[src/rtl/tm2_pkg.sv]
package tm2_pkg;

    // ------------------------------------------------------------
    // register addresses
    // ------------------------------------------------------------
    localparam logic [7:0] ADDR_CTRL = 8'hc8;
    localparam logic [7:0] ADDR_MODE = 8'hc9;
    localparam logic [7:0] ADDR_CAPL = 8'hca;
    localparam logic [7:0] ADDR_CAPH = 8'hcb;
    localparam logic [7:0] ADDR_CNTL = 8'hcc;
    localparam logic [7:0] ADDR_CNTH = 8'hcd;

    // ------------------------------------------------------------
    // control and mode register fields
    // ------------------------------------------------------------
    localparam int BIT_OVF  = 7;
    localparam int BIT_EXF  = 6;
    localparam int BIT_RCLK = 5;
    localparam int BIT_TX_SERIAL_CLOCK_SELECT = 4;
    localparam int BIT_EXEN = 3;
    localparam int BIT_RUN  = 2;
    localparam int BIT_CT   = 1;
    localparam int BIT_CPRL = 0;
    localparam int BIT_DOWN_COUNT_ENABLE = 0;

    // ------------------------------------------------------------
    // reset values and count top
    // ------------------------------------------------------------
    localparam logic [7:0]  RST_CTRL = 8'h00;
    localparam logic        RST_DOWN_COUNT_ENABLE = 1'b0;
    localparam logic [15:0] RST_CAP  = 16'h0000;
    localparam logic [15:0] RST_CNT  = 16'h0000;
    localparam logic [15:0] CNT_TOP  = 16'hffff;

    // ------------------------------------------------------------
    // timing
    // ------------------------------------------------------------
    localparam int OSC_PERIOD_NS  = 10;
    localparam int MCLK_PERIOD_NS = 10;
    localparam int MC_OSC_PERIODS = 12;
    localparam int MC_CYCLES      =
        (MC_OSC_PERIODS * OSC_PERIOD_NS) / MCLK_PERIOD_NS;
    localparam logic [3:0] SAMPLE_PHASE = 4'h9;
    localparam logic [3:0] UPDATE_PHASE = 4'h4;

    typedef enum logic [1:0] {
        MODE_OFF     = 2'b00,
        MODE_RELOAD  = 2'b01,
        MODE_CAPTURE = 2'b10,
        MODE_BAUD    = 2'b11
    } tm2_mode_type;

endpackage : tm2_pkg

[src/rtl/tm2_edge_if.sv]
`timescale 1ns/1ps
interface tm2_edge_if;
    logic strobe;
    logic fall;
    logic level;
    modport sampler (input strobe, output fall, output level);
    modport user    (output strobe, input fall, input level);
endinterface : tm2_edge_if

[src/rtl/tm2_edge_sampler.sv]
`timescale 1ns/1ps
module tm2_edge_sampler
    import tm2_pkg::*;
(
    // clock and reset
    input  wire logic   mclk,
    input  wire logic   rst_n,
    // pin and sample port
    input  wire logic   pin,
    tm2_edge_if.sampler edge_port
);

    typedef struct packed {
        logic s1;
        logic s2;
        logic smp;
        logic fall;
    } tm2_smp_type;

    tm2_smp_type st_r;
    tm2_smp_type st_nxt;

    always_comb begin
        st_nxt      = st_r;
        st_nxt.s1   = pin;
        st_nxt.s2   = st_r.s1;
        st_nxt.fall = 1'b0;
        if (edge_port.strobe) begin
            st_nxt.smp  = st_r.s2;
            st_nxt.fall = st_r.smp & ~st_r.s2;
        end
    end

    always_ff @(posedge mclk or negedge rst_n) begin
        if (!rst_n) begin
            st_r <= '0;
        end else begin
            st_r <= st_nxt;
        end
    end

    assign edge_port.fall  = st_r.fall;
    assign edge_port.level = st_r.smp;
endmodule : tm2_edge_sampler

[src/rtl/tm2_timer.sv]
`timescale 1ns/1ps
module tm2_timer
    import tm2_pkg::*;
#(
    parameter int MC_LEN = MC_CYCLES
)(
    // clock and reset
    input  wire logic       mclk,
    input  wire logic       rst_n,
    // register port
    input  wire logic [7:0] sfr_addr,
    input  wire logic       sfr_wr,
    input  wire logic       sfr_rd,
    input  wire logic [7:0] sfr_wdata,
    input  wire logic       sfr_bit_wr,
    input  wire logic [2:0] sfr_bit_sel,
    input  wire logic       sfr_bit_val,
    output logic      [7:0] sfr_rdata,
    // pins
    input  wire logic       count_input,
    input  wire logic       trigger_input,
    // interrupt
    input  wire logic       timer_int_enable,
    output logic            timer_irq,
    // serial clocking
    output logic            rx_clock_select,
    output logic            tx_clock_select,
    output logic            overflow_tick
);

    if (MC_LEN != MC_CYCLES || MC_LEN > 16) begin : g_chk
        $error("phase counter supports only the twelve-clock cycle");
    end
    localparam logic [3:0] MC_LAST = 4'(MC_LEN - 1);
    typedef struct packed {
        logic [7:0]  ctrl;
        logic        down_count_enable;
        logic [15:0] cap;
        logic [15:0] cnt;
        logic [3:0]  phase;
        logic        cnt_pend;
        logic        trg_pend;
        logic [7:0]  rdata;
        logic        irq;
        logic        ovf_tick;
    } tm2_state_type;

    tm2_state_type st_r;
    tm2_state_type st_nxt;
    tm2_mode_type  mode;
    tm2_edge_if cnt_if ();
    tm2_edge_if trg_if ();
    logic update_now;
    logic tick;
    logic trg_evt;
    logic down;
    logic at_top;
    logic set_ovf;
    logic set_exf;
    logic tog_exf;
    logic baud_ovf;
    logic wr_ctrl;

    // ------------------------------------------------------------
    // pin samplers
    // ------------------------------------------------------------
    assign cnt_if.strobe = (st_r.phase == SAMPLE_PHASE);
    assign trg_if.strobe = (st_r.phase == SAMPLE_PHASE);
    tm2_edge_sampler u_cnt_smp (
        .mclk      (mclk),
        .rst_n     (rst_n),
        .pin       (count_input),
        .edge_port (cnt_if)
    );
    tm2_edge_sampler u_trg_smp (
        .mclk      (mclk),
        .rst_n     (rst_n),
        .pin       (trigger_input),
        .edge_port (trg_if)
    );

    // ------------------------------------------------------------
    // mode decode and count events
    // ------------------------------------------------------------
    always_comb begin
        if (!st_r.ctrl[BIT_RUN]) begin
            mode = MODE_OFF;
        end else if (st_r.ctrl[BIT_RCLK] | st_r.ctrl[BIT_TX_SERIAL_CLOCK_SELECT]) begin
            mode = MODE_BAUD;
        end else if (st_r.ctrl[BIT_CPRL]) begin
            mode = MODE_CAPTURE;
        end else begin
            mode = MODE_RELOAD;
        end
    end
    assign update_now = (st_r.phase == UPDATE_PHASE);
    assign at_top     = (st_r.cnt == CNT_TOP);
    assign trg_evt    = update_now & st_r.trg_pend
                      & st_r.ctrl[BIT_EXEN];
    assign down       = (mode == MODE_RELOAD) & st_r.down_count_enable
                      & ~trg_if.level;
    always_comb begin
        case (mode)
            MODE_OFF: begin
                tick = 1'b0;
            end
            MODE_BAUD: begin
                // timer function steps every state time here
                tick = st_r.ctrl[BIT_CT] ? (update_now & st_r.cnt_pend)
                                         : ~st_r.phase[0];
            end
            MODE_RELOAD, MODE_CAPTURE: begin
                tick = st_r.ctrl[BIT_CT] ? (update_now & st_r.cnt_pend)
                                         : update_now;
            end
            default: begin
                tick = 1'b0;
            end
        endcase
    end
    assign wr_ctrl = sfr_wr & (sfr_addr == ADDR_CTRL);
    // ------------------------------------------------------------
    // next state
    // ------------------------------------------------------------
    always_comb begin
        st_nxt   = st_r;
        set_ovf  = 1'b0;
        set_exf  = 1'b0;
        tog_exf  = 1'b0;
        baud_ovf = 1'b0;
        st_nxt.phase = (st_r.phase == MC_LAST) ? 4'h0
                                               : st_r.phase + 4'h1;
        // a fall seen at sample phase waits for the next update phase
        if (cnt_if.fall) begin
            st_nxt.cnt_pend = 1'b1;
        end else if (update_now) begin
            st_nxt.cnt_pend = 1'b0;
        end
        if (trg_if.fall) begin
            st_nxt.trg_pend = 1'b1;
        end else if (update_now) begin
            st_nxt.trg_pend = 1'b0;
        end
        case (mode)
            MODE_RELOAD: begin
                if (st_r.down_count_enable) begin
                    if (tick && down) begin
                        if (st_r.cnt == st_r.cap) begin
                            st_nxt.cnt = CNT_TOP;
                            set_ovf    = 1'b1;
                            tog_exf    = 1'b1;
                        end else begin
                            st_nxt.cnt = st_r.cnt - 16'h0001;
                        end
                    end else if (tick) begin
                        st_nxt.cnt = at_top ? st_r.cap
                                            : st_r.cnt + 16'h0001;
                        set_ovf    = at_top;
                        tog_exf    = at_top;
                    end
                end else begin
                    if (tick) begin
                        st_nxt.cnt = at_top ? st_r.cap
                                            : st_r.cnt + 16'h0001;
                        set_ovf    = at_top;
                    end
                    if (trg_evt) begin
                        st_nxt.cnt = st_r.cap;
                        set_exf    = 1'b1;
                    end
                end
            end
            MODE_CAPTURE: begin
                if (tick) begin
                    st_nxt.cnt = st_r.cnt + 16'h0001;
                    set_ovf    = at_top;
                end
                if (trg_evt) begin
                    st_nxt.cap = st_r.cnt;
                    set_exf    = 1'b1;
                end
            end
            MODE_BAUD: begin
                if (tick) begin
                    st_nxt.cnt = at_top ? st_r.cap : st_r.cnt + 16'h0001;
                    baud_ovf   = at_top;
                end
                if (trg_evt) begin
                    set_exf = 1'b1;
                end
            end
            default: begin
            end
        endcase
        // software writes to count, capture and mode bytes
        if (sfr_wr) begin
            case (sfr_addr)
                ADDR_CNTL: st_nxt.cnt[7:0]  = sfr_wdata;
                ADDR_CNTH: st_nxt.cnt[15:8] = sfr_wdata;
                ADDR_CAPL: st_nxt.cap[7:0]  = sfr_wdata;
                ADDR_CAPH: st_nxt.cap[15:8] = sfr_wdata;
                ADDR_MODE: st_nxt.down_count_enable      = sfr_wdata[BIT_DOWN_COUNT_ENABLE];
                default: begin
                end
            endcase
        end
        if (tog_exf) begin
            st_nxt.ctrl[BIT_EXF] = ~st_r.ctrl[BIT_EXF];
        end
        if (wr_ctrl) begin
            st_nxt.ctrl = sfr_wdata;
        end
        if (sfr_bit_wr && sfr_addr == ADDR_CTRL) begin
            st_nxt.ctrl[sfr_bit_sel] = sfr_bit_val;
        end
        if (set_ovf) begin
            st_nxt.ctrl[BIT_OVF] = 1'b1;
        end
        if (set_exf) begin
            st_nxt.ctrl[BIT_EXF] = 1'b1;
        end
        st_nxt.ovf_tick = baud_ovf;
        st_nxt.irq = timer_int_enable
                   & (st_nxt.ctrl[BIT_OVF]
                   | (st_nxt.ctrl[BIT_EXF] & ~st_nxt.down_count_enable));
        if (sfr_rd) begin
            case (sfr_addr)
                ADDR_CTRL: st_nxt.rdata = st_r.ctrl;
                ADDR_MODE: st_nxt.rdata = {7'h00, st_r.down_count_enable};
                ADDR_CAPL: st_nxt.rdata = st_r.cap[7:0];
                ADDR_CAPH: st_nxt.rdata = st_r.cap[15:8];
                ADDR_CNTL: st_nxt.rdata = st_r.cnt[7:0];
                ADDR_CNTH: st_nxt.rdata = st_r.cnt[15:8];
                default:   st_nxt.rdata = 8'h00;
            endcase
        end
    end

    always_ff @(posedge mclk or negedge rst_n) begin
        if (!rst_n) begin
            st_r          <= '0;
            st_r.ctrl     <= RST_CTRL;
            st_r.down_count_enable     <= RST_DOWN_COUNT_ENABLE;
            st_r.cap      <= RST_CAP;
            st_r.cnt      <= RST_CNT;
        end else begin
            st_r <= st_nxt;
        end
    end

    // ------------------------------------------------------------
    // outputs
    // ------------------------------------------------------------
    assign sfr_rdata       = st_r.rdata;
    assign timer_irq       = st_r.irq;
    assign rx_clock_select = st_r.ctrl[BIT_RCLK];
    assign tx_clock_select = st_r.ctrl[BIT_TX_SERIAL_CLOCK_SELECT];
    assign overflow_tick   = st_r.ovf_tick;
endmodule : tm2_timer

[config.mk]
export PLATFORM = sky130hd
export DESIGN_NAME = tm2_timer
export DESIGN_NICKNAME = d
export VERILOG_FILES = /design/src/rtl/tm2_pkg.sv /design/src/rtl/tm2_edge_if.sv /design/src/rtl/tm2_edge_sampler.sv /design/src/rtl/tm2_timer.sv
export SDC_FILE = /design/constraint.sdc
export NUM_CORES = 1
export LEC_CHECK = 0
export ABC_AREA = 1
export BUFFER_PORTS_ARGS = -buffer_cell sky130_fd_sc_hd__buf_2
export CAP_MARGIN = 20
export CORE_MARGIN = 2
export CORE_UTILIZATION = 40
export CTS_CLUSTER_DIAMETER = 50
export DETAILED_ROUTE_END_ITERATION = 16
export PLACE_DENSITY = 0.69
export RECOVER_POWER = 100
export SLEW_MARGIN = 20
export SYNTH_ARGS = -nofsm -noshare
export SYNTH_HDL_FRONTEND = slang
export SYNTH_SLANG_ARGS = --single-unit
[constraint.sdc]
create_clock -name mclk -period 2.7 [get_ports mclk]
set_input_delay 0 -clock mclk [delete_from_list [all_inputs] [get_ports mclk]]
set_output_delay 0 -clock mclk [all_outputs]
set_load 0.02 [all_outputs]
Yosys cells after proc, flatten, opt, wreduce, memory -nomap -nowiden

Index checks and enable logic that the tools add are counted.

Output and inout bits: 12
Bits in writable memories: 0
ROM bits: 0
Input bits: 28
Bits in registers: 65
Memories kept: 0
Latch bits: 0
Word-level logic and storage cells: 111

Bitwise logic cells: 18
$mul: 0
Divide/modulo/power cells: 0
$add $sub $neg: 3
Reduce and logical (&&, ||, !) cells: 8
Multiplexer cells: 48
Equal/unequal tests: 14
Magnitude comparators: 2
Shift operators: 0

Operator list:

| kind                                                                         | number |
|---|---|
| 16-bit 2-to-1 mux                                                            | 9 |
| 8-bit == test, second input constant                                         | 6 |
| 8-bit 2-to-1 mux                                                             | 6 |
| 16-bit case mux with 3 select lines                                          | 1 |
| 8-bit case mux with 6 select lines                                           | 1 |
| 33-bit 2-to-1 mux                                                            | 1 |
| 1-bit 2-to-1 mux                                                             | 21 |
| 16-bit by 1-bit adder with 16-bit output, second input constant              | 1 |
| 16-bit == test                                                               | 1 |
| 16-bit == test, second input constant                                        | 1 |
| 16-bit by 1-bit subtractor with 16-bit output, second input constant         | 1 |
| 1-bit bitwise AND                                                            | 10 |
| 8-bit bitwise mux                                                            | 1 |
| 4-bit == test, second input constant                                         | 2 |
| 2-bit 2-to-1 mux                                                             | 3 |
| 1-bit NOT                                                                    | 6 |
| 4-bit by 1-bit adder with 4-bit output, second input constant                | 1 |
| 2-bit == test, second input constant                                         | 2 |
| 4-bit by 3-bit == test with 1-bit output, second input constant              | 1 |
| 3-bit by 4-bit less-than comparator with 1-bit output, second input constant | 1 |
| 4-bit 2-to-1 mux                                                             | 1 |
| 1-bit case mux with 2 select lines                                           | 2 |
| 2-bit nonzero test                                                           | 2 |
| 2-bit OR reduction                                                           | 2 |
| other kinds (7)                                                              | 10 |

Depth between registers and ports, before layout

Gate-level depths: netlist of the first run.

Word-level depth: 18
Gate-level depth with buffers: 22
Gate-level depth less buffers: 20

Hierarchy

A second synthesis of the first run with hierarchy kept.

Cell total of the unflattened synthesis: 967
Area total of the unflattened synthesis: 6080.8 um2

Modules (own cells, without submodules):

| module           | cells each | area an instance (um2) | seq. area each (um2) | instances |
|---|---|---|---|---|
| tm2_timer        | 945        | 5828.1                 | 1426.4               | 1 |
| tm2_edge_sampler | 11         | 126.4                  | 100.1                | 2 |

Least setup slack after synthesis of the first run

Ideal clock, no wire load.

Kind: register to register
Start: register st_r (netlist bit rx_clock_select)
End: register st_r[24] in the netlist's numbering
Setup time: 118 ps
Buffers on the path: 2
Arrival time: 2415 ps
Path slack: 167 ps
Stages on the path, launching flop included: 20
Period minus slack after synthesis: 2533 ps
Required time: 2582 ps
Path through: dfrtp_1 -> inv_1 -> nand2_1 -> o21ai_0 -> inv_1 -> ha_1 -> buf_4 -> nand2_2 -> a31oi_1 -> nand3_1 -> clkbuf_1 -> nand2_1 -> nand2_1 -> nand2_1 -> nand2_1 -> nand2_1 -> nand2_1 -> nand2_1 -> a21oi_1 -> nor2_1

RTL lines:

| item                   | line             | RTL |
|---|---|---|
| start, declared        | tm2_timer.sv:48  | `tm2_state_type st_r;` |
| start signal, assigned | tm2_timer.sv:247 | `st_r <= st_nxt;` |

==> flow_results.xml, run 1 <==
<?xml version="1.0" encoding="UTF-8"?>
<metrics>
  <group name="setup_path">
    <metric name="endpoint_kind" unit="">flop</metric>
    <metric name="rrSetupSlack" unit="ns">0.13</metric>
    <metric name="timing.critical_path.slowest_cell_delay" unit="ns">0.39</metric>
    <metric name="worstPathMaxFanout" unit="">8</metric>
    <metric name="cp_cell_sequence" unit="">inv_1 &gt; nand2_1 &gt; o21ai_1 &gt; inv_2 &gt; ha_4 &gt; nand3_2 &gt; nand3_2 &gt; nor2_4 &gt; nand2_4 &gt; clkinv_4 &gt; buf_4 &gt; nand4_1 &gt; nand2_1 &gt; nand2_1 &gt; nand2_1 &gt; nand2_1 &gt; nand2_1 &gt; a21oi_1</metric>
    <metric name="worstSetupStartpoint" unit="">rx_clock_select</metric>
    <metric name="worstPathBufferInverterCount" unit="">4</metric>
    <metric name="critPathLaunchType" unit="">flop</metric>
    <metric name="path_common_cell" unit="">sky130_fd_sc_hd__nand2_1</metric>
    <metric name="critical_path.endpoint" unit="">st_r[21]</metric>
    <metric name="critical_path_depth" unit="">18</metric>
    <metric name="cp_data_arrival_time" unit="ns">2.81</metric>
    <metric name="r2r_end" unit="">st_r[21]</metric>
    <metric name="crit_path_top_delay_cell" unit="">sky130_fd_sc_hd__dfrtp_1</metric>
    <metric name="critPathRequiredTime" unit="ns">2.93</metric>
    <metric name="register_to_register_path_depth" unit="">18</metric>
    <metric name="critical_path.top_delay_family" unit="">simple AND/OR/NAND/NOR gates</metric>
    <metric name="critical_path_class" unit="">reg2reg</metric>
    <metric name="critical_path.reg2reg.startpoint" unit="">rx_clock_select</metric>
  </group>
  <group name="timing">
    <metric name="max_freq" unit="GHz">0.3884</metric>
    <metric name="report.final.hold_viol_count" unit="">0</metric>
    <metric name="slew-limit-headroom" unit="">-0.4753</metric>
    <metric name="period_minus_slack" unit="ns">2.575</metric>
    <metric name="hold_ws" unit="ns">0.02500</metric>
    <metric name="clock-skew-final" unit="ns">0.009748</metric>
    <metric name="worst-slew-pin-transition" unit="ns">2.213</metric>
    <metric name="finalWorstSetupSlack" unit="ns">0.1252</metric>
    <metric name="min_period_over_period" unit="">0.9536</metric>
    <metric name="tns" unit="ns">0</metric>
    <metric name="timing.final.setup_violations" unit="">0</metric>
    <metric name="final_max_slew_viol_count" unit="">34</metric>
  </group>
  <group name="layout">
    <metric name="largest_register_ff_count" unit="">45</metric>
    <metric name="diodes" unit="">0</metric>
    <metric name="fillers" unit="">1539</metric>
    <metric name="flow.area_growth_from_synthesis" unit="%">15.82</metric>
    <metric name="count_of_nets_after_finishing" unit="">1041</metric>
    <metric name="largest_register" unit="">st_r</metric>
    <metric name="post-route-util" unit="">0.4724</metric>
    <metric name="drive_above_1_share" unit="">0.1110</metric>
    <metric name="register_area" unit="sq um">1627</metric>
    <metric name="multi_input_area" unit="sq um">3521</metric>
  </group>
  <group name="synthesis">
    <metric name="simple_gate_area_share_of_the_yosys_netlist" unit="">0.3630</metric>
    <metric name="synthDominantAreaCellType" unit="">sky130_fd_sc_hd__dfrtp_1</metric>
    <metric name="post_synth_xor_area_fraction" unit="">0.04168</metric>
    <metric name="largest_family_of_logic_cells_by_synthesized_area" unit="">simple AND/OR/NAND/NOR gates</metric>
    <metric name="synth.ff_latch_count" unit="">65</metric>
    <metric name="post_synth.cell_area_avg" unit="sq um">6.219</metric>
    <metric name="post_synth_edffs" unit="">0</metric>
    <metric name="synth_mux_area_frac" unit="">0</metric>
    <metric name="syn-num-nets" unit="">983</metric>
    <metric name="synth_fa_ha_area_frac" unit="">0.01914</metric>
    <metric name="netlist_top_cells_area" unit="">sky130_fd_sc_hd__dfrtp_1, sky130_fd_sc_hd__nand2_1, sky130_fd_sc_hd__inv_1, sky130_fd_sc_hd__o21ai_0, sky130_fd_sc_hd__nor2_1</metric>
    <metric name="netlist_area" unit="sq um">5883</metric>
    <metric name="synth_top_flop_cell" unit="">sky130_fd_sc_hd__dfrtp_1</metric>
    <metric name="synth_compound_gate_area_share" unit="">0.1708</metric>
    <metric name="synth.distinct_cells" unit="">45</metric>
    <metric name="synth-warning-count" unit="">0</metric>
    <metric name="asyncSetResetFlopFracSynth" unit="">1.000</metric>
    <metric name="synth-seq-area-share" unit="">0.2765</metric>
    <metric name="synth_top_cell_area_share" unit="">0.2765</metric>
    <metric name="postSynthCellCount" unit="">946</metric>
  </group>
  <group name="placed_design">
    <metric name="routability_driven_placement_congestion_ratio" unit="">0.9586</metric>
    <metric name="detailedPlacementHpwl" unit="um">15380</metric>
    <metric name="place_worst_setup_slack" unit="ns">0.02790</metric>
    <metric name="number_of_input_and_output_port_buffers_inserted" unit="">39</metric>
  </group>
  <group name="route">
    <metric name="routedWlPerCell" unit="um">17.49</metric>
    <metric name="drt-initial-drc-count" unit="">629</metric>
    <metric name="detailedRoute.firstPassIterationCount" unit="">7</metric>
    <metric name="num_vias" unit="">6513</metric>
    <metric name="viasPerCell" unit="">5.459</metric>
    <metric name="drc" unit="">0</metric>
    <metric name="wl" unit="um">20870</metric>
    <metric name="ant_nets" unit="">0</metric>
  </group>
  <group name="cts">
    <metric name="number_of_buffers_inserted_during_clock_tree_synthesis" unit="">9</metric>
    <metric name="clk_latency" unit="ns">0.35</metric>
    <metric name="cts_clk_pin_slew_worst_paths" unit="ns">0.06</metric>
    <metric name="htree_num_levels" unit="">3</metric>
    <metric name="tritoncts" unit="">done</metric>
    <metric name="cts.sinks" unit="">65</metric>
    <metric name="ctsRootBufferMaster" unit="">sky130_fd_sc_hd__clkbuf_16</metric>
    <metric name="clock_tree.buffer_depth" unit="">2</metric>
  </group>
  <group name="min_path">
    <metric name="hold_path.class" unit="">in2reg</metric>
  </group>
  <group name="floorplanning">
    <metric name="die_y" unit="um">125.3</metric>
    <metric name="initial_core_util" unit="">0.4079</metric>
    <metric name="core_region_area" unit="sq um">14420</metric>
    <metric name="total_die_area" unit="sq um">15690</metric>
    <metric name="floorplan.io_pins" unit="">40</metric>
    <metric name="die_width" unit="um">125.3</metric>
    <metric name="placementRows" unit="">44</metric>
  </group>
  <group name="status">
    <metric name="outcome" unit="">finished with violations</metric>
    <metric name="failed_checks" unit="">capacitance limit, slew limit</metric>
  </group>
  <group name="global_route">
    <metric name="grt_overflow_total" unit="">0</metric>
    <metric name="grt_pass1_wl" unit="um">32440</metric>
    <metric name="grt_max_degree" unit="">35</metric>
    <metric name="vias_in_the_first_global_route" unit="">6096</metric>
    <metric name="antenna_violations_before_repair" unit="">0</metric>
    <metric name="globalRouteTotalUtil" unit="">0.2667</metric>
  </group>
  <group name="run">
    <metric name="maxCapViolations" unit="">1</metric>
  </group>
  <group name="pwr">
    <metric name="power_leakage" unit="uW">0.003591</metric>
    <metric name="pwr_density_cell" unit="nW/um^2">683.9</metric>
    <metric name="vdd.ir_drop.worst" unit="mV">0.6792</metric>
  </group>
</metrics>
-- layer usage --
| metal | part of all wire | global-route usage |
|---|---|---|
| met1 | 0.42 | 0.3351 |
| met2 | 0.43 | 0.4169 |
| met3 | 0.087 | 0.06632 |
| met4 | 0.062 | 0.1542 |
| met5 | 0 | 0 |
-- area by class of cell --
type | instances | area share
multi-input cells | 710 | 0.5167
well taps | 184 | 0.03379
clock inverters | 7 | 0.01157
repair buffers | 96 | 0.09750
flip-flops and latches | 65 | 0.2387
inverters | 122 | 0.06867
clock buffers | 9 | 0.03305
-- synthesized netlist by cell type (2+ instances only) --
library cell               count
sky130_fd_sc_hd__or2_0         3
sky130_fd_sc_hd__o21bai_1      2
sky130_fd_sc_hd__o211ai_1     16
sky130_fd_sc_hd__a31oi_1       5
sky130_fd_sc_hd__clkbuf_1     17
sky130_fd_sc_hd__o22ai_1      12
sky130_fd_sc_hd__ha_1          9
sky130_fd_sc_hd__o21a_1        6
sky130_fd_sc_hd__inv_1       113
sky130_fd_sc_hd__nor2_1       90
sky130_fd_sc_hd__nand3_2       5
sky130_fd_sc_hd__nand2_4       3
sky130_fd_sc_hd__o31ai_1       3
sky130_fd_sc_hd__buf_6         4
sky130_fd_sc_hd__nor3_1       12
sky130_fd_sc_hd__buf_4        13
sky130_fd_sc_hd__nand4_1      15
sky130_fd_sc_hd__o21ai_1       4
sky130_fd_sc_hd__o21ai_2       2
sky130_fd_sc_hd__o21ai_0      82
sky130_fd_sc_hd__nor2_4        4
sky130_fd_sc_hd__inv_4         2
sky130_fd_sc_hd__nor4_1        2
sky130_fd_sc_hd__clkinv_1      2
sky130_fd_sc_hd__nand3_1      58
sky130_fd_sc_hd__inv_2         4
sky130_fd_sc_hd__a21oi_2       2
sky130_fd_sc_hd__nor2_2        4
sky130_fd_sc_hd__xor2_1       27
sky130_fd_sc_hd__a21oi_1      35
sky130_fd_sc_hd__buf_2        14
sky130_fd_sc_hd__nand2_1     297
sky130_fd_sc_hd__a211oi_1      3
sky130_fd_sc_hd__dfrtp_1      65
-- kinds of logic (layout without fill, tap and decap cells) --
| family | after synthesis | count (layout) |
|---|---|---|
| and+or+nand+nor | 497 | 497 |
| AOI/OAI and AO/OA | 176 | 176 |
| buffers and inverters | 171 | 234 |
| DFF | 65 | 65 |
| xor gates and xnor gates | 28 | 28 |
| adders and majority gates | 9 | 9 |
-- layout by cell type, fill, tap and decap left out, drive strengths merged, types with 16 or more instances in the layout --
master / instances
nand2: 301
inv: 121
nor2: 99
o21ai: 88
dfrtp: 65
nand3: 63
buf: 61
a21oi: 37
clkbuf: 28
xor2: 27
o211ai: 16
dlygate4sd3: 16
nand4: 16
-- tightest hold or removal path, stage by stage --
cell and delay, ns:
sky130_fd_sc_hd__buf_2 0.08, sky130_fd_sc_hd__nor2_1 0.08, sky130_fd_sc_hd__nand2_1 0.08, sky130_fd_sc_hd__o21ai_0 0.08
-- worst min-delay path by stage --
| stage | from | endpoint | slack [ns] | cells past startpoint |
|---|---|---|---|---|
| global placement | trigger_input | u_trg_smp.st_nxt[2] | 0.11 | 1 |
| detailed placement | trigger_input | u_trg_smp.st_nxt[2] | 0.11 | 1 |
| global route | sfr_bit_sel[1] | rx_clock_select | 0.06 | 4 |
| finish | sfr_bit_sel[0] | st_r[51] | 0.02 | 4 |
| CTS | sfr_bit_sel[1] | rx_clock_select | 0.006 | 4 |
| floorplan | rst_n | overflow_tick | -0.30 | 0 |
-- power breakdown --
part / total, uW / switching (uW) / internal, uW
Clock: 1230 / 505 / 722
Combinational: 2130 / 1410 / 726
Sequential: 1300 / 191 / 1110
-- stage by stage --
| stage | std cells | total power [uW] | area (sq um) |
|---|---|---|---|
| after floorplan | 946 | 2741 | 5883 |
| after global placement | 1159 | 3363 | 6349 |
| after detailed placement | 1159 | 3377 | 6349 |
| after CTS | 1191 | 4648 | 6813 |
| after global routing | 1193 | 4976 | 6814 |
| final | 1193 | 4660 | 6814 |
-- repair_timing --
item,in CTS,in global routing
setup endpoints to repair,0,19
resized for setup,0,10
hold buffers,16,0
endpoints found under the hold margin,57,0
setup buffers,0,1
(Power assumes the default switching activity.)
==> inputs of run 2 (changes only) <==
Settings changed: CELL_PAD_IN_SITES_DETAIL_PLACEMENT set to 1, CELL_PAD_IN_SITES_GLOBAL_PLACEMENT set to 2, CORE_UTILIZATION 40 to 34, PLACE_DENSITY 0.69 to 0.94, SLEW_MARGIN 20 to 10.
==> flow_results.xml, run 2 (synthesis results as in run 1) <==
<?xml version="1.0" encoding="UTF-8"?>
<metrics>
  <group name="setup_path">
    <metric name="worstSetupStartpoint" unit="">st_r[17]</metric>
    <metric name="cp_data_arrival_time" unit="ns">2.76</metric>
    <metric name="register_to_register_path_depth" unit="">16</metric>
    <metric name="r2r_end" unit="">st_r[17]</metric>
    <metric name="rrSetupSlack" unit="ns">0.18</metric>
    <metric name="critical_path.reg2reg.startpoint" unit="">st_r[17]</metric>
    <metric name="critPathLaunchType" unit="">flop</metric>
    <metric name="endpoint_kind" unit="">flop</metric>
    <metric name="worstPathMaxFanout" unit="">8</metric>
    <metric name="critPathRequiredTime" unit="ns">2.94</metric>
    <metric name="critical_path_class" unit="">reg2reg</metric>
  </group>
  <group name="layout">
    <metric name="finish.instance_area" unit="sq um">6822</metric>
    <metric name="register_area" unit="sq um">1627</metric>
    <metric name="largest_register_ff_count" unit="">45</metric>
    <metric name="count_of_nets_after_finishing" unit="">1036</metric>
    <metric name="multi_input_area" unit="sq um">3518</metric>
    <metric name="diodes" unit="">0</metric>
    <metric name="flow.area_growth_from_synthesis" unit="%">15.95</metric>
    <metric name="largest_register" unit="">st_r</metric>
    <metric name="layout.cells.most_common_list" unit="">sky130_fd_sc_hd__nand2_1, sky130_fd_sc_hd__inv_1, sky130_fd_sc_hd__nor2_1</metric>
    <metric name="drive_above_1_share" unit="">0.1165</metric>
    <metric name="fillers" unit="">2293</metric>
    <metric name="most_common_cell_after_layout_fill_and_taps_aside" unit="">sky130_fd_sc_hd__nand2_1</metric>
  </group>
  <group name="route">
    <metric name="num_vias" unit="">6662</metric>
    <metric name="routedWlPerCell" unit="um">20.02</metric>
    <metric name="viasPerCell" unit="">5.421</metric>
    <metric name="m1_wire_length" unit="um">10860</metric>
    <metric name="met3WireLength" unit="um">1422</metric>
    <metric name="detailedRoute.firstPassIterationCount" unit="">5</metric>
    <metric name="ant_nets" unit="">0</metric>
    <metric name="dr_wl_met2" unit="um">11400</metric>
    <metric name="drt-initial-drc-count" unit="">572</metric>
    <metric name="wl" unit="um">24610</metric>
    <metric name="topRoutingLayerUsed" unit="">met4</metric>
    <metric name="drc" unit="">0</metric>
  </group>
  <group name="timing">
    <metric name="report.final.hold_viol_count" unit="">0</metric>
    <metric name="worst-slew-pin-transition" unit="ns">1.736</metric>
    <metric name="tns" unit="ns">0</metric>
    <metric name="slew-limit-headroom" unit="">-0.1571</metric>
    <metric name="timing.final.setup_violations" unit="">0</metric>
    <metric name="final_max_slew_viol_count" unit="">66</metric>
    <metric name="min_period_over_period" unit="">0.9350</metric>
    <metric name="max_freq" unit="GHz">0.3961</metric>
    <metric name="period_minus_slack" unit="ns">2.525</metric>
    <metric name="clock-skew-final" unit="ns">0.007377</metric>
  </group>
  <group name="floorplanning">
    <metric name="initial_core_util" unit="">0.3437</metric>
    <metric name="floorplan.io_pins" unit="">40</metric>
    <metric name="core_region_area" unit="sq um">17120</metric>
    <metric name="die_y" unit="um">135.5</metric>
    <metric name="die_width" unit="um">135.5</metric>
    <metric name="total_die_area" unit="sq um">18370</metric>
    <metric name="placementRows" unit="">48</metric>
  </group>
  <group name="min_path">
    <metric name="worstHoldStart" unit="">sfr_wdata[4]</metric>
    <metric name="hold_path.class" unit="">in2reg</metric>
    <metric name="holdPathEnd" unit="">st_r[28]</metric>
    <metric name="worst_hold_path_cell_count" unit="">3</metric>
  </group>
  <group name="global_route">
    <metric name="antenna_violations_before_repair" unit="">0</metric>
    <metric name="vias_in_the_first_global_route" unit="">6612</metric>
    <metric name="grt_max_degree" unit="">66</metric>
    <metric name="grt_overflow_total" unit="">0</metric>
    <metric name="globalRouteTotalUtil" unit="">0.2751</metric>
    <metric name="grt_pass1_wl" unit="um">37560</metric>
  </group>
  <group name="placed_design">
    <metric name="detailed_place.area" unit="sq um">6382</metric>
    <metric name="routability_driven_placement_congestion_ratio" unit="">0.9578</metric>
    <metric name="detailedPlacementHpwl" unit="um">18580</metric>
    <metric name="number_of_input_and_output_port_buffers_inserted" unit="">39</metric>
  </group>
  <group name="pwr">
    <metric name="pwr_density_cell" unit="nW/um^2">694.4</metric>
    <metric name="power.share.switching" unit="">0.4556</metric>
    <metric name="power_leakage" unit="uW">0.003583</metric>
    <metric name="vdd.ir_drop.worst" unit="mV">0.3588</metric>
    <metric name="p_seq_frac" unit="">0.303</metric>
    <metric name="cellInternalPower" unit="uW">2579</metric>
    <metric name="post-layout-total-power" unit="uW">4737</metric>
    <metric name="p_switching" unit="uW">2158</metric>
    <metric name="share_comb_of_total_power" unit="">0.430</metric>
    <metric name="power.clock.fraction" unit="">0.267</metric>
  </group>
  <group name="cts">
    <metric name="htree_num_levels" unit="">3</metric>
    <metric name="number_of_buffers_inserted_during_clock_tree_synthesis" unit="">9</metric>
    <metric name="cts.sinks" unit="">65</metric>
    <metric name="ctsRootBufferMaster" unit="">sky130_fd_sc_hd__clkbuf_16</metric>
    <metric name="cts_clk_pin_slew_worst_paths" unit="ns">0.06</metric>
    <metric name="clock_tree.buffer_depth" unit="">2</metric>
    <metric name="tritoncts" unit="">done</metric>
    <metric name="clk_latency" unit="ns">0.35</metric>
  </group>
  <group name="status">
    <metric name="outcome" unit="">finished with violations</metric>
    <metric name="failed_checks" unit="">capacitance limit, slew limit</metric>
  </group>
  <group name="run">
    <metric name="maxCapViolations" unit="">1</metric>
  </group>
</metrics>
## run 2: cell types whose count changed in the layout (fill, tap and decap cells not counted), moves of 2 or more
| cell | before | now |
|---|---|---|
| sky130_fd_sc_hd__dlygate4sd3_1 | 16 | 11 |
| sky130_fd_sc_hd__clkinvlp_4 | 3 | 0 |
| sky130_fd_sc_hd__clkbuf_8 | 0 | 2 |
| sky130_fd_sc_hd__nand2_1 | 296 | 294 |
| sky130_fd_sc_hd__nand2_2 | 2 | 4 |
| sky130_fd_sc_hd__nor2_2 | 4 | 6 |
| sky130_fd_sc_hd__o21ai_1 | 5 | 3 |
## run 2: repair_timing
item,4_1_cts,5_1_grt
setup buffers,0,3
hold buffers,11,0
endpoints found under the hold margin,80,0
gates resized for setup,0,17
endpoints found under the setup margin,0,19
## run 2: power by group through the flow
| stage | registers, uW | clock network, uW | logic (uW) |
|---|---|---|---|
| 4_1_cts | 1420 | 1280 | 2030 |
| 6_report | 1440 | 1270 | 2030 |
| 3_5_place_dp | 1430 | 0 | 2000 |
| 3_3_place_gp | 1440 | 0 | 1960 |
| 5_1_grt | 1440 | 1310 | 2270 |
| 2_1_floorplan | 1200 | 0 | 1540 |
## run 2: how the worst max path moves through the flow
stage,slack [ns],end
6_report,0.18,st_r[17]
5_1_grt,-0.02,st_r[17]
4_1_cts,0.00007,st_r[26]
3_5_place_dp,0.02,st_r[17]
3_3_place_gp,0.12,st_r[26]
2_1_floorplan,0.17,st_r[24]
## run 2: worst max-delay path: stages, from the launching register on
cell	delay [ns]
sky130_fd_sc_hd__dfrtp_1	0.47
sky130_fd_sc_hd__ha_1	0.27
sky130_fd_sc_hd__nand2_4	0.08
sky130_fd_sc_hd__nor2_2	0.26
sky130_fd_sc_hd__nand4_4	0.14
sky130_fd_sc_hd__nor2_2	0.25
sky130_fd_sc_hd__nand2_2	0.21
sky130_fd_sc_hd__nand2_1	0.10
sky130_fd_sc_hd__nand2_1	0.08
sky130_fd_sc_hd__nand2_1	0.10
sky130_fd_sc_hd__nand2_1	0.06
sky130_fd_sc_hd__nand2_1	0.05
sky130_fd_sc_hd__nand2_1	0.05
sky130_fd_sc_hd__nand2_1	0.10
sky130_fd_sc_hd__nand2_1	0.05
sky130_fd_sc_hd__nand2_1	0.07
sky130_fd_sc_hd__a21oi_1	0.08
## run 2: through the flow
step | cells | util | setup WS [ns] | hold WS (ns)
finish | 1229 | 0.3985 | 0.1755 | 0.01486
global route | 1229 | 0.3985 | -0.01640 | 0.02169
CTS | 1226 | 0.3973 | 0.00006684 | 0.004897
detailed placement | 1199 | 0.3729 | 0.02346 | 0.1100
global placement | 1199 | 0.3729 | 0.1200 | 0.1079
floorplan | 946 | - | 0.1668 | -0.2956
## run 2: routing by layer
| layer | up-vias | GRT usage |
|---|---|---|
| met3 | 51 | 0.05537 |
| met1 | 3250 | 0.3578 |
| met2 | 217 | 0.4436 |
| met5 | - | 0 |
| li1 | 3144 | - |
| met4 | 0 | 0.1186 |
## run 2: layout make-up
cell class / count / area share
repair buffers: 91 / 0.09079
inverters: 122 / 0.06860
multi-input cells: 710 / 0.5158
clock inverters: 3 / 0.006970
well taps: 225 / 0.04127
clock buffers: 13 / 0.03815
flip-flops and latches: 65 / 0.2384
